===== src/verilog/uof_pkg.sv =====
package uof_pkg;
// Operation
// - Host-mode OTG enable register has seven writable bits; bit 1 reads zero.
// - Stall flag sets when a STALL handshake is sent in a transaction.
// - Resume flag sets after K-state held 2.5 us; K depends on speed.
// - Idle flag sets after the bus stays idle 3 ms or longer.
// - Token-done flag sets per finished token; clearing it advances status FIFO.
// - Frame-start flag sets on received SOF or host SOF threshold.
// - Error summary is read-only: set only by enabled individual errors.
// - Device-mode bus-reset flag after 2.5 us reset; once per reset.
// - Host-mode attach flag: not SE0 and no activity for 2.5 us.
// - Host-mode detach flag on removal; once until reset state ends.
// - Status layout depends on mode: bits 0 and 6 differ.
// - Hardware-set flags clear only by writing one; zero leaves them. The attach flag also clears when host mode is left.
// - Flags and enables reset to zero; upper byte reads zero.
// - Each OTG enable bit gates its matching OTG status flag.
// - Each main status flag has an enable bit at the same position.

    // Clock and timing
    localparam int CLK_PERIOD_NS = 25;
    localparam int RESUME_TIME_NS = 2500;
    localparam int RESET_TIME_NS = 2500;
    localparam int ATTACH_TIME_NS = 2500;
    localparam int IDLE_TIME_MS = 3;
    localparam int RESUME_CYCLES = (RESUME_TIME_NS + CLK_PERIOD_NS - 1) / CLK_PERIOD_NS;
    localparam int RESET_CYCLES = (RESET_TIME_NS + CLK_PERIOD_NS - 1) / CLK_PERIOD_NS;
    localparam int ATTACH_CYCLES = (ATTACH_TIME_NS + CLK_PERIOD_NS - 1) / CLK_PERIOD_NS;
    localparam int IDLE_CYCLES = (IDLE_TIME_MS * 1000000 + CLK_PERIOD_NS - 1) / CLK_PERIOD_NS;

    // Register map, byte addresses
    localparam int AXI_ADDR_W = 8;
    localparam logic [7:0] OFS_MAIN_STATUS = 8'h00;
    localparam logic [7:0] OFS_MAIN_ENABLE = 8'h04;
    localparam logic [7:0] OFS_OTG_STATUS = 8'h08;
    localparam logic [7:0] OFS_OTG_ENABLE = 8'h0c;

    // Main status bit positions
    localparam int BIT_STALL = 7;
    localparam int BIT_ATTACH = 6;
    localparam int BIT_RESUME = 5;
    localparam int BIT_IDLE = 4;
    localparam int BIT_TOKEN = 3;
    localparam int BIT_SOF = 2;
    localparam int BIT_ERROR = 1;
    localparam int BIT_RESET_DETACH = 0;

    // Field masks and reset values
    localparam logic [7:0] MAIN_HOST_MASK = 8'hff;
    localparam logic [7:0] MAIN_DEVICE_MASK = 8'hbf;
    localparam logic [7:0] MAIN_W1C_MASK = 8'hfd;
    localparam logic [7:0] OTG_MASK = 8'hfd;
    localparam logic [7:0] REG_RESET = 8'h00;
    localparam logic [7:0] UPPER_BYTE = 8'h00;

    // AXI responses
    localparam logic [1:0] RESP_OKAY = 2'h0;
    localparam logic [1:0] RESP_SLVERR = 2'h2;

    // Line pins and bus-engine events
    typedef struct packed {
        logic dp;
        logic dm;
        logic low_speed;
        logic activity;
    } uof_line_s;

    typedef struct packed {
        logic stall_sent;
        logic token_done;
        logic frame_start;
    } uof_events_s;
endpackage


===== src/verilog/uof_stretch.sv =====
`timescale 1ns/1ps
module uof_stretch #(
    parameter int CYCLES = 100
) (
    // Clock and reset
    input wire logic aclk,
    input wire logic aresetn,
    // Condition and one-shot result
    input wire logic cond,
    output logic fire
);
    localparam int CW = $clog2(CYCLES + 1);
    localparam logic [CW-1:0] LAST = CW'(CYCLES - 1);

    typedef struct packed {
        logic [CW-1:0] cnt;
        logic done;
        logic fire;
    } uof_stretch_s;

    uof_stretch_s q_reg;
    uof_stretch_s q_next;

    // Fires once per unbroken stretch; re-arms only when cond drops
    always_comb begin
        q_next = q_reg;
        q_next.fire = 1'b0;
        if (!cond) begin
            q_next.cnt = '0;
            q_next.done = 1'b0;
        end else if (!q_reg.done) begin
            if (q_reg.cnt == LAST) begin
                q_next.done = 1'b1;
                q_next.fire = 1'b1;
            end else begin
                q_next.cnt = q_reg.cnt + 1'b1;
            end
        end
    end

    always_ff @(posedge aclk) begin
        if (!aresetn) begin
            q_reg <= '0;
        end else begin
            q_reg <= q_next;
        end
    end

    assign fire = q_reg.fire;
endmodule


===== src/verilog/uof_top.sv =====
// Decided for this implementation: register access over AXI4-Lite and the address map.
`timescale 1ns/1ps
module uof_top #(
    parameter int IDLE_CYCLES = uof_pkg::IDLE_CYCLES
) (
    // Clock and reset
    input wire logic aclk,
    input wire logic aresetn,
    // AXI4-Lite write address
    input wire logic s_axi_awvalid,
    output logic s_axi_awready,
    input wire logic [uof_pkg::AXI_ADDR_W-1:0] s_axi_awaddr,
    input wire logic [2:0] s_axi_awprot,
    // AXI4-Lite write data
    input wire logic s_axi_wvalid,
    output logic s_axi_wready,
    input wire logic [31:0] s_axi_wdata,
    input wire logic [3:0] s_axi_wstrb,
    // AXI4-Lite write response
    output logic s_axi_bvalid,
    input wire logic s_axi_bready,
    output logic [1:0] s_axi_bresp,
    // AXI4-Lite read address
    input wire logic s_axi_arvalid,
    output logic s_axi_arready,
    input wire logic [uof_pkg::AXI_ADDR_W-1:0] s_axi_araddr,
    input wire logic [2:0] s_axi_arprot,
    // AXI4-Lite read data
    output logic s_axi_rvalid,
    input wire logic s_axi_rready,
    output logic [31:0] s_axi_rdata,
    output logic [1:0] s_axi_rresp,
    // Mode and bus state
    input wire logic host_mode,
    input wire uof_pkg::uof_line_s line,
    input wire uof_pkg::uof_events_s events,
    // OTG event pulses, bit 1 unused
    input wire logic [7:0] otg_events,
    // Individual error flags and their enables from the error block
    input wire logic [7:0] error_flags,
    input wire logic [7:0] error_enables,
    // Interrupt and token status FIFO
    output logic irq,
    output logic stat_fifo_advance
);
    typedef struct packed {
        logic awready;
        logic wready;
        logic bvalid;
        logic [1:0] bresp;
        logic aw_held;
        logic w_held;
        logic [7:0] aw_addr;
        logic [7:0] wdata;
        logic wlane;
        logic arready;
        logic rvalid;
        logic [1:0] rresp;
        logic [15:0] rdata;
        logic [7:0] main_flags;
        logic [7:0] main_en;
        logic [7:0] otg_flags;
        logic [7:0] otg_en;
        logic err_sum;
        logic [1:0] line_prev;
        logic irq;
        logic fifo_adv;
    } uof_state_s;

    // Readies start high so a request right after reset is taken at once
    localparam uof_state_s RESET_STATE = '{
        awready: 1'b1,
        wready: 1'b1,
        bvalid: 1'b0,
        bresp: uof_pkg::RESP_OKAY,
        aw_held: 1'b0,
        w_held: 1'b0,
        aw_addr: 8'h00,
        wdata: 8'h00,
        wlane: 1'b0,
        arready: 1'b1,
        rvalid: 1'b0,
        rresp: uof_pkg::RESP_OKAY,
        rdata: 16'h0000,
        main_flags: uof_pkg::REG_RESET,
        main_en: uof_pkg::REG_RESET,
        otg_flags: uof_pkg::REG_RESET,
        otg_en: uof_pkg::REG_RESET,
        err_sum: 1'b0,
        line_prev: 2'h0,
        irq: 1'b0,
        fifo_adv: 1'b0
    };

    uof_state_s q_reg;
    uof_state_s q_next;

    logic se0;
    logic j_state;
    logic k_state;
    logic line_moved;
    logic resume_fire;
    logic idle_fire;
    logic se0_fire;
    logic attach_fire;
    logic aw_take;
    logic w_take;
    logic wr_go;
    logic b_done;
    logic ar_take;
    logic r_done;

    // Handshake strobes; a write commits only once both halves are held
    always_comb begin
        aw_take = s_axi_awvalid && q_reg.awready;
        w_take = s_axi_wvalid && q_reg.wready;
        wr_go = q_reg.aw_held && q_reg.w_held && !q_reg.bvalid;
        b_done = q_reg.bvalid && s_axi_bready;
        ar_take = s_axi_arvalid && q_reg.arready;
        r_done = q_reg.rvalid && s_axi_rready;
    end

    // Line decode; J and K swap polarity at low speed
    always_comb begin
        se0 = !line.dp && !line.dm;
        j_state = line.low_speed ? (!line.dp && line.dm) : (line.dp && !line.dm);
        k_state = line.low_speed ? (line.dp && !line.dm) : (!line.dp && line.dm);
        line_moved = {line.dp, line.dm} != q_reg.line_prev;
    end

    uof_stretch #(
        .CYCLES(uof_pkg::RESUME_CYCLES)
    ) u_resume (
        .aclk(aclk),
        .aresetn(aresetn),
        .cond(k_state),
        .fire(resume_fire)
    );

    // Idle means J held with no activity seen
    uof_stretch #(
        .CYCLES(IDLE_CYCLES)
    ) u_idle (
        .aclk(aclk),
        .aresetn(aresetn),
        .cond(j_state && !line.activity),
        .fire(idle_fire)
    );

    // One SE0 stretch gives one bus reset or one detach, never a repeat
    uof_stretch #(
        .CYCLES(uof_pkg::RESET_CYCLES)
    ) u_se0 (
        .aclk(aclk),
        .aresetn(aresetn),
        .cond(se0),
        .fire(se0_fire)
    );

    uof_stretch #(
        .CYCLES(uof_pkg::ATTACH_CYCLES)
    ) u_attach (
        .aclk(aclk),
        .aresetn(aresetn),
        .cond(host_mode && !se0 && !line.activity && !line_moved),
        .fire(attach_fire)
    );

    logic [7:0] mode_mask;
    logic [7:0] set_main;
    logic [7:0] clr_main;
    logic [7:0] clr_otg;
    logic [7:0] main_view;
    logic [7:0] next_view;

    always_comb begin
        q_next = q_reg;
        q_next.fifo_adv = 1'b0;
        q_next.line_prev = {line.dp, line.dm};
        clr_main = 8'h00;
        clr_otg = 8'h00;
        mode_mask = host_mode ? uof_pkg::MAIN_HOST_MASK : uof_pkg::MAIN_DEVICE_MASK;

        // Address and data may come in either order
        if (aw_take) begin
            q_next.aw_held = 1'b1;
            q_next.aw_addr = s_axi_awaddr;
        end
        if (w_take) begin
            q_next.w_held = 1'b1;
            q_next.wdata = s_axi_wdata[7:0];
            q_next.wlane = s_axi_wstrb[0];
        end
        if (wr_go) begin
            q_next.aw_held = 1'b0;
            q_next.w_held = 1'b0;
            q_next.bvalid = 1'b1;
            q_next.bresp = uof_pkg::RESP_OKAY;
            case (q_reg.aw_addr)
                uof_pkg::OFS_MAIN_STATUS: begin
                    if (q_reg.wlane) begin
                        clr_main = q_reg.wdata & uof_pkg::MAIN_W1C_MASK;
                    end
                end
                uof_pkg::OFS_MAIN_ENABLE: begin
                    if (q_reg.wlane) begin
                        q_next.main_en = q_reg.wdata;
                    end
                end
                uof_pkg::OFS_OTG_STATUS: begin
                    if (q_reg.wlane) begin
                        clr_otg = q_reg.wdata & uof_pkg::OTG_MASK;
                    end
                end
                uof_pkg::OFS_OTG_ENABLE: begin
                    if (q_reg.wlane) begin
                        q_next.otg_en = q_reg.wdata & uof_pkg::OTG_MASK;
                    end
                end
                default: begin
                    q_next.bresp = uof_pkg::RESP_SLVERR;
                end
            endcase
        end
        if (b_done) begin
            q_next.bvalid = 1'b0;
        end
        q_next.awready = !q_next.aw_held && !q_next.bvalid;
        q_next.wready = !q_next.w_held && !q_next.bvalid;

        // Hardware sets
        set_main = 8'h00;
        set_main[uof_pkg::BIT_STALL] = events.stall_sent;
        set_main[uof_pkg::BIT_ATTACH] = attach_fire;
        set_main[uof_pkg::BIT_RESUME] = resume_fire;
        set_main[uof_pkg::BIT_IDLE] = idle_fire;
        set_main[uof_pkg::BIT_TOKEN] = events.token_done;
        set_main[uof_pkg::BIT_SOF] = events.frame_start;
        set_main[uof_pkg::BIT_RESET_DETACH] = se0_fire;

        // Set wins over a clear in the same cycle
        q_next.main_flags = ((q_reg.main_flags & ~clr_main) | set_main)
            & mode_mask & uof_pkg::MAIN_W1C_MASK;
        q_next.otg_flags = ((q_reg.otg_flags & ~clr_otg) | otg_events)
            & uof_pkg::OTG_MASK;
        q_next.fifo_adv = clr_main[uof_pkg::BIT_TOKEN]
            && q_reg.main_flags[uof_pkg::BIT_TOKEN];

        // Masked errors never reach the summary
        q_next.err_sum = |(error_flags & error_enables);

        main_view = {q_reg.main_flags[7:2], q_reg.err_sum, q_reg.main_flags[0]};
        next_view = {q_next.main_flags[7:2], q_next.err_sum, q_next.main_flags[0]};
        q_next.irq = |(next_view & q_next.main_en & mode_mask)
            || |(q_next.otg_flags & q_next.otg_en);

        // Read path: one outstanding read, data from the pre-edge state
        if (ar_take) begin
            q_next.arready = 1'b0;
            q_next.rvalid = 1'b1;
            q_next.rresp = uof_pkg::RESP_OKAY;
            case (s_axi_araddr)
                uof_pkg::OFS_MAIN_STATUS: begin
                    q_next.rdata = {uof_pkg::UPPER_BYTE, main_view & mode_mask};
                end
                uof_pkg::OFS_MAIN_ENABLE: begin
                    q_next.rdata = {uof_pkg::UPPER_BYTE, q_reg.main_en & mode_mask};
                end
                uof_pkg::OFS_OTG_STATUS: begin
                    q_next.rdata = {uof_pkg::UPPER_BYTE, q_reg.otg_flags};
                end
                uof_pkg::OFS_OTG_ENABLE: begin
                    q_next.rdata = {uof_pkg::UPPER_BYTE, q_reg.otg_en};
                end
                default: begin
                    q_next.rdata = 16'h0000;
                    q_next.rresp = uof_pkg::RESP_SLVERR;
                end
            endcase
        end else if (r_done) begin
            q_next.rvalid = 1'b0;
            q_next.arready = 1'b1;
        end
    end

    // Protection bits are accepted but carry no meaning here
    always_ff @(posedge aclk) begin
        if (!aresetn) begin
            q_reg <= RESET_STATE;
        end else begin
            q_reg <= q_next;
        end
    end

    assign s_axi_awready = q_reg.awready;
    assign s_axi_wready = q_reg.wready;
    assign s_axi_bvalid = q_reg.bvalid;
    assign s_axi_bresp = q_reg.bresp;
    assign s_axi_arready = q_reg.arready;
    assign s_axi_rvalid = q_reg.rvalid;
    assign s_axi_rdata = {16'h0000, q_reg.rdata};
    assign s_axi_rresp = q_reg.rresp;
    assign irq = q_reg.irq;
    assign stat_fifo_advance = q_reg.fifo_adv;
endmodule


===== config.mk =====
export PLATFORM = sky130hd
export DESIGN_NAME = uof_top
export DESIGN_NICKNAME = d
export VERILOG_FILES = /design/src/verilog/uof_pkg.sv /design/src/verilog/uof_stretch.sv /design/src/verilog/uof_top.sv
export SDC_FILE = /design/constraint.sdc
export NUM_CORES = 1
export LEC_CHECK = 0
export ABC_CLOCK_PERIOD_IN_PS = 5300
export BUFFER_PORTS_ARGS = -buffer_cell sky130_fd_sc_hd__clkbuf_2
export CORE_ASPECT_RATIO = 1.75
export CORE_MARGIN = 4
export CORE_UTILIZATION = 56
export CTS_BUF_LIST = sky130_fd_sc_hd__clkbuf_4 sky130_fd_sc_hd__clkbuf_8 sky130_fd_sc_hd__clkbuf_16
export DETAILED_ROUTE_END_ITERATION = 10
export GPL_TIMING_DRIVEN = 0
export PLACE_DENSITY = 0.85
export SLEW_MARGIN = 10
export SYNTH_ARGS = -nofsm -noshare
export SYNTH_HDL_FRONTEND = slang
export SYNTH_SLANG_ARGS = --single-unit

===== constraint.sdc =====
create_clock -name aclk -period 5.3 [get_ports aclk]
set_clock_uncertainty 0.05 [all_clocks]
set_input_delay 0.265 -clock aclk [delete_from_list [all_inputs] [get_ports aclk]]
set_output_delay 0.265 -clock aclk [all_outputs]
set_load 0.005 [all_outputs]

-- Yosys cells after proc, flatten, opt, wreduce, memory -nomap -nowiden
Index checks and enable logic that the tools add are counted.
W data, S select, Z words.
- logic and storage cells: 154
- register bits after elaboration: 127
- output and inout port bits: 43
- input bits: 97
- eq/ne operators: 11
- mux-type cells: 31
- bitwise logic cells: 26
- $add $sub $neg: 4
- reductions and logical operators: 47
- operators by type and width (operator ; count):
    $mux W8 ; 11
    $and A8 B8 Y8 ; 9
    $eq A8 B4 Y1 const B ; 4
    $pmux W8 S4 ; 1
    $mux W2 ; 12
    $reduce_or A8 Y1 ; 3
    $add A7 B1 Y7 const B ; 3
    $eq A7 B7 Y1 const B ; 3
    $add A17 B1 Y17 const B ; 1
    $eq A17 B17 Y1 const B ; 1
    $logic_and A1 B1 Y1 ; 17
    $eq A8 B3 Y1 const B ; 2
    $logic_not A8 Y1 ; 2
    $not A8 Y8 ; 2
    $or A8 B8 Y8 ; 2
    $reduce_and A2 Y1 ; 8
    $not A1 Y1 ; 13
    $reduce_or A3 Y1 ; 4
    $logic_not A1 Y1 ; 9
    $reduce_or A4 Y1 ; 2
    $mux W7 ; 1
    $mux W1 ; 5
    $mux W5 ; 1
    $ne A2 B2 Y1 ; 1
    other kinds (2) ; 2

-- Depth between registers and ports, before layout
- depth after elaboration: 11
- depth in mapped cells: 7
- mapped depth without buffers: 7

-- By module
Synthesis repeated with hierarchy kept, for this count alone.
- cells, all modules: 582
- area, all modules: 5295.1 µm²
- modules (own cells, without submodules) (module ; cells each ; area an instance (µm²) ; instances):
    uof_top ; 346 ; 3098.0 ; 1
    uof_stretch at u_attach ... ; 41 ; 394.1 ; 3
    uof_stretch at u_idle ; 113 ; 1014.7 ; 1

-- Worst setup path before layout
No wires, ideal clock.
- path type: flip-flop to flip-flop
- start point: register u_idle.q_reg[2] (netlist bit)
- end point: register u_idle.q_reg[11] (netlist bit)
- arrival time: 1764 ps
- stages on the path, launching flop included: 8
- setup slack: 3358 ps
- path buffers: 0
- library setup time: 128 ps
- data required time: 5122 ps
- cells stage by stage: dfxtp_1 -> ha_1 -> and3_1 -> and3_1 -> a2111oi_4 -> nand4_1 -> xor2_1 -> nor2_1
- word-level cells in the longest chain between the ends: 3
- elaborated cells between the ends (all ways): 4
- RTL lines (element ; line ; text):
    from (decl) ; uof_stretch.sv:21 ; uof_stretch_s q_reg;
    from (signal assigned) ; uof_stretch.sv:45 ; q_reg <= q_next;
    parallel branches: the longest is 3 deep, another holds $add A17 B1 Y17 ; -- ;
Parallel ways; which one is timed is not known.
A chain may end at the register's enable or synchronous reset.

-- Worst setup path in the final report
- start point: register q_reg (netlist bit s_axi_bvalid)
- end point: register q_reg (netlist bit irq)
- word-level cells in the longest chain between the ends: 11
- elaborated cells between the ends (all ways): 19
- RTL lines (element ; line ; text):
    from (decl) ; uof_top.sv:95 ; uof_state_s q_reg;
    from (signal assigned) ; uof_top.sv:291 ; q_reg <= q_next;
    $logic_not A1 Y1 (*) ; uof_top.sv:117 ; wr_go = q_reg.aw_held && q_reg.w_held && !q_reg.bvalid;
    $logic_and A1 B1 Y1 (*) ; uof_top.sv:117 ;
    $mux W8 ; uof_top.sv:194 ; if (wr_go) begin
    $not A8 Y8 ; uof_top.sv:242 ; q_next.main_flags = ((q_reg.main_flags & ~clr_main) | set_main)
    $and A8 B8 Y8 ; uof_top.sv:242 ;
    $or A8 B8 Y8 ; uof_top.sv:242 ;
    $and A8 B8 Y8 ; uof_top.sv:243 ; & mode_mask & uof_pkg::MAIN_W1C_MASK;
    $and A8 B8 Y8 (2 in series) ; uof_top.sv:254 ; q_next.irq = |(next_view & q_next.main_en & mode_mask)
    $reduce_or A8 Y1 ; uof_top.sv:254 ;
    $logic_or A1 B1 Y1 (*) ; uof_top.sv:255 ; || |(q_next.otg_flags & q_next.otg_en);
Mark *: on every way between the ends. The rest lies on a longest branch, timed or not.

==> results by group <==
Power
  – Clock power frac: 50.2%
  – Register share of total power: 43.0%
  – NetSw: 0.4544 mW
  – Gate power share: 6.8%
  – Pint: ~1.6 mW
  – Pleak: 2.695 nW
  – P per Cell Area: 339.1 nW/µm²
  – Max rail drop VDD: 250.5 µV
  – Net Sw Frac: 21.60%

Drt
  – Initial drt markers: about 230
  – Drt drc: 0
  – Number of iterations in the first detailed-routing pass: 5
  – Routed WL: 11760 µm
  – Wire per inst: 14.69 µm
  – Post-route ant nets: 0
  – Vias/cell: between 5 and 6
  – Vias: 4260

Cells and area
  – Fin util: 71.08%
  – Diodes inserted: 0
  – Area delta synth->final: 23.61%
  – Max reg flops: 43
  – Layout cell share with drive strength beyond 1: 23.98%
  – Final net count: 773

STA
  – Final setup margin: 2996 ps
  – RSZ-0062 raised after global routing: false
  – Final hold violation count: 0
  – Rel. slew slack: a little under half
  – Slew @ Worst Pin: 812.7 ps
  – Hold WS: 34.73 ps
  – Crit share post-route: between 40% and 50%
  – Fin crit period: 2304 ps
  – Final setup violation count: 0
  – Fin. max-slew vios: 0
  – Setup TNS: 0 ps
  – Fmax: 434.0 MHz

Synthesis
  – Asr flop ratio synth: 0%
  – Primary FF master, synth: dfxtp_1
  – #FFs+latches synth: 114
  – Post-synth EDFFs: 0
  – Yosys cell types: 48
  – Synth warn: 0
  – Syn Area/Cell: 9.108 µm²
  – Mapped Cells: approximately 550
  – Sequential-to-total area share from yosys stat: between 40 and 50%
  – Post-Syn Area: approximately 5000 µm²

GRT
  – Initial antenna violation count: 0
  – GRT Overall Usage: 22.92%
  – Total gr overflow: 0
  – Largest net degree at the start of global routing: 17
  – Vias in the first global route: 4276
  – First-pass GRT wire length: between 15000 and 20000 µm

Run status
  – Outcome: complete, no violations

Clock network
  – Post-CTS Setup Bufs: 0
  – Clock buffer depth: 2
  – Number of H-tree levels: 4
  – Clock Pin Slew Worst Setup and Hold Paths: 50 ps
  – CTS tree: built
  – Clk_lat worst skew: ~400 ps
  – CTS Buf Count: 17
  – PostCTS Resize Cnt: 0
  – Hold-fix buffers, CTS: 0
  – Clock sinks: 114
  – Root buffer cell: clkbuf_16

Setup path
  – Worst Setup End Kind: flop
  – Worst r2r src: s_axi_bvalid
  – Crit Path Category: flop to flop
  – Worst EP arrival: 2530 ps
  – CP Launch Type: flop
  – CP Launch Point: s_axi_bvalid
  – Worst R2R Path Depth: 7
  – Critical path peak fanout: 8
  – Req. time, crit path: between 5000 and 6000 ps

Die
  – Die area: 10600 µm²
  – Die H: 133.2 µm
  – Initial Utilization: between 50 and 60%
  – Top-level I/O count: 140
  – FP Rows: 45
  – Die X-Extent: slightly below 80 µm
  – Core Area: 8727 µm²

Run
  – Max-cap check violation count: 0

Min path
  – Hold path cells: 3
  – Hold crit path type: input port to flop
  – Hold Crit Start: s_axi_wdata[7]

Placement
  – Port Buf Inserts: 77
  – DP HPWL: slightly below 9000 µm
  – Pre-CTS worst setup slack: 3052 ps
  – Placer congestion estimate: approximately 0.79
-- synthesized netlist by cell type (3+ instances only) --
cell      instances  area (µm²)
dfxtp_1         114        2282
nor2_1           89       334.1
nand2_1          57       214.0
buf_4            36       270.3
a21oi_1          25       125.1
xor2_1           22       192.7
mux2i_1          20       200.2
o22ai_1          19       118.9
nand2b_1         18       112.6
nand3_1          15       75.07
nand4_1          13       81.33
a22oi_1          11       82.58
clkbuf_1         11       41.29
xnor2_1          10       87.58
nor3_1            8       40.04
and2_1            7       43.79
and3_1            7       43.79
o21ai_0           7       35.03
mux4_2            6       135.1
a311oi_1          4       35.03
ha_1              4       50.05
inv_1             4       15.01
nor4_1            4       25.02
a31oi_1           3       18.77
mux2_2            3       33.78
nor3b_1           3       22.52
-- through the flow --
step | cell area [µm²] | total power, mW | cells
2_1_floorplan | 5112 | 1.007 | 576
4_1_cts | 6203 | 2.112 | 801
3_5_place_dp | 5644 | 1.062 | 770
3_3_place_gp | 5644 | 1.055 | 770
5_1_grt | 6203 | 2.179 | 801
6_report | 6203 | 2.104 | 801
-- metal layers --
layer  vias to the layer above  global-route usage, %  routed length [µm]
li1                       2099                      -                   -
met1                      2002                  22.06                4228
met2                       137                  42.88                6624
met3                        22                  7.104                 642
met4                         0                  10.52                 269
met5                         -                      0                   0
-- worst paths after layout --
kind                to  slack (ps)
max                irq        3000
min          q_reg[65]          30
max reg2reg        irq        3000
min reg2reg  q_reg[73]         410
-- cells in the final DEF, fill, tap and decap left out, types with 5 or more instances in the layout --
master / instances
nor2_1: 89
mux4_2: 6
clkbuf_4: 5
nand2_1: 57
nand4_1: 13
nand2b_1: 18
buf_4: 36
clkinv_2: 5
clkbuf_2: 77
conb_1: 26
and3_1: 7
nor3_1: 8
nand3_1: 15
mux2i_1: 20
a21oi_1: 25
xor2_1: 22
dfxtp_1: 114
o22ai_1: 19
clkbuf_1: 11
xnor2_1: 10
o21ai_0: 7
and2_1: 7
a22oi_1: 11
clkbuf_16: 17
-- power by group through the flow --
| stage | Combinational (mW) | Clock, mW | Sequential (mW) |
|---|---|---|---|
| 6_report | 0.144 | 1.06 | 0.904 |
| 5_1_grt | 0.160 | 1.11 | 0.906 |
| 4_1_cts | 0.143 | 1.07 | 0.903 |
| 3_5_place_dp | 0.142 | 0 | 0.920 |
| 3_3_place_gp | 0.137 | 0 | 0.918 |
| 2_1_floorplan | 0.0922 | 0 | 0.915 |
-- cell families after synthesis --
family                     share of synthesized area, %
other                                           0.07472
buffers and inverters                             7.006
muxes                                             7.355
DFF                                               45.47
adders and majority gates                        0.9973
xor gates and xnor gates                          5.584
AOI/OAI and AO/OA                                 9.798
and+or+nand+nor                                   23.71
-- final cells by class --
type / count / area, µm²
clock buffer: 25 / 504.2
inverter: 5 / 18.77
timing repair buffer: 77 / 385.4
tap: 117 / 146.4
buffer: 50 / 332.8
clock inverter: 6 / 55.05
multi-input combinational: 407 / 2479
sequential: 114 / 2282
fill: 666 / 2524
-- critical path: stages (launching register included) --
cell and delay [ps]:
dfxtp_1 330, and3b_2 230, clkbuf_1 260, nand4_2 430, mux2i_1 350, a311oi_1 100
nor4_1 290, a31oi_1 130
(Power assumes the default switching activity.)
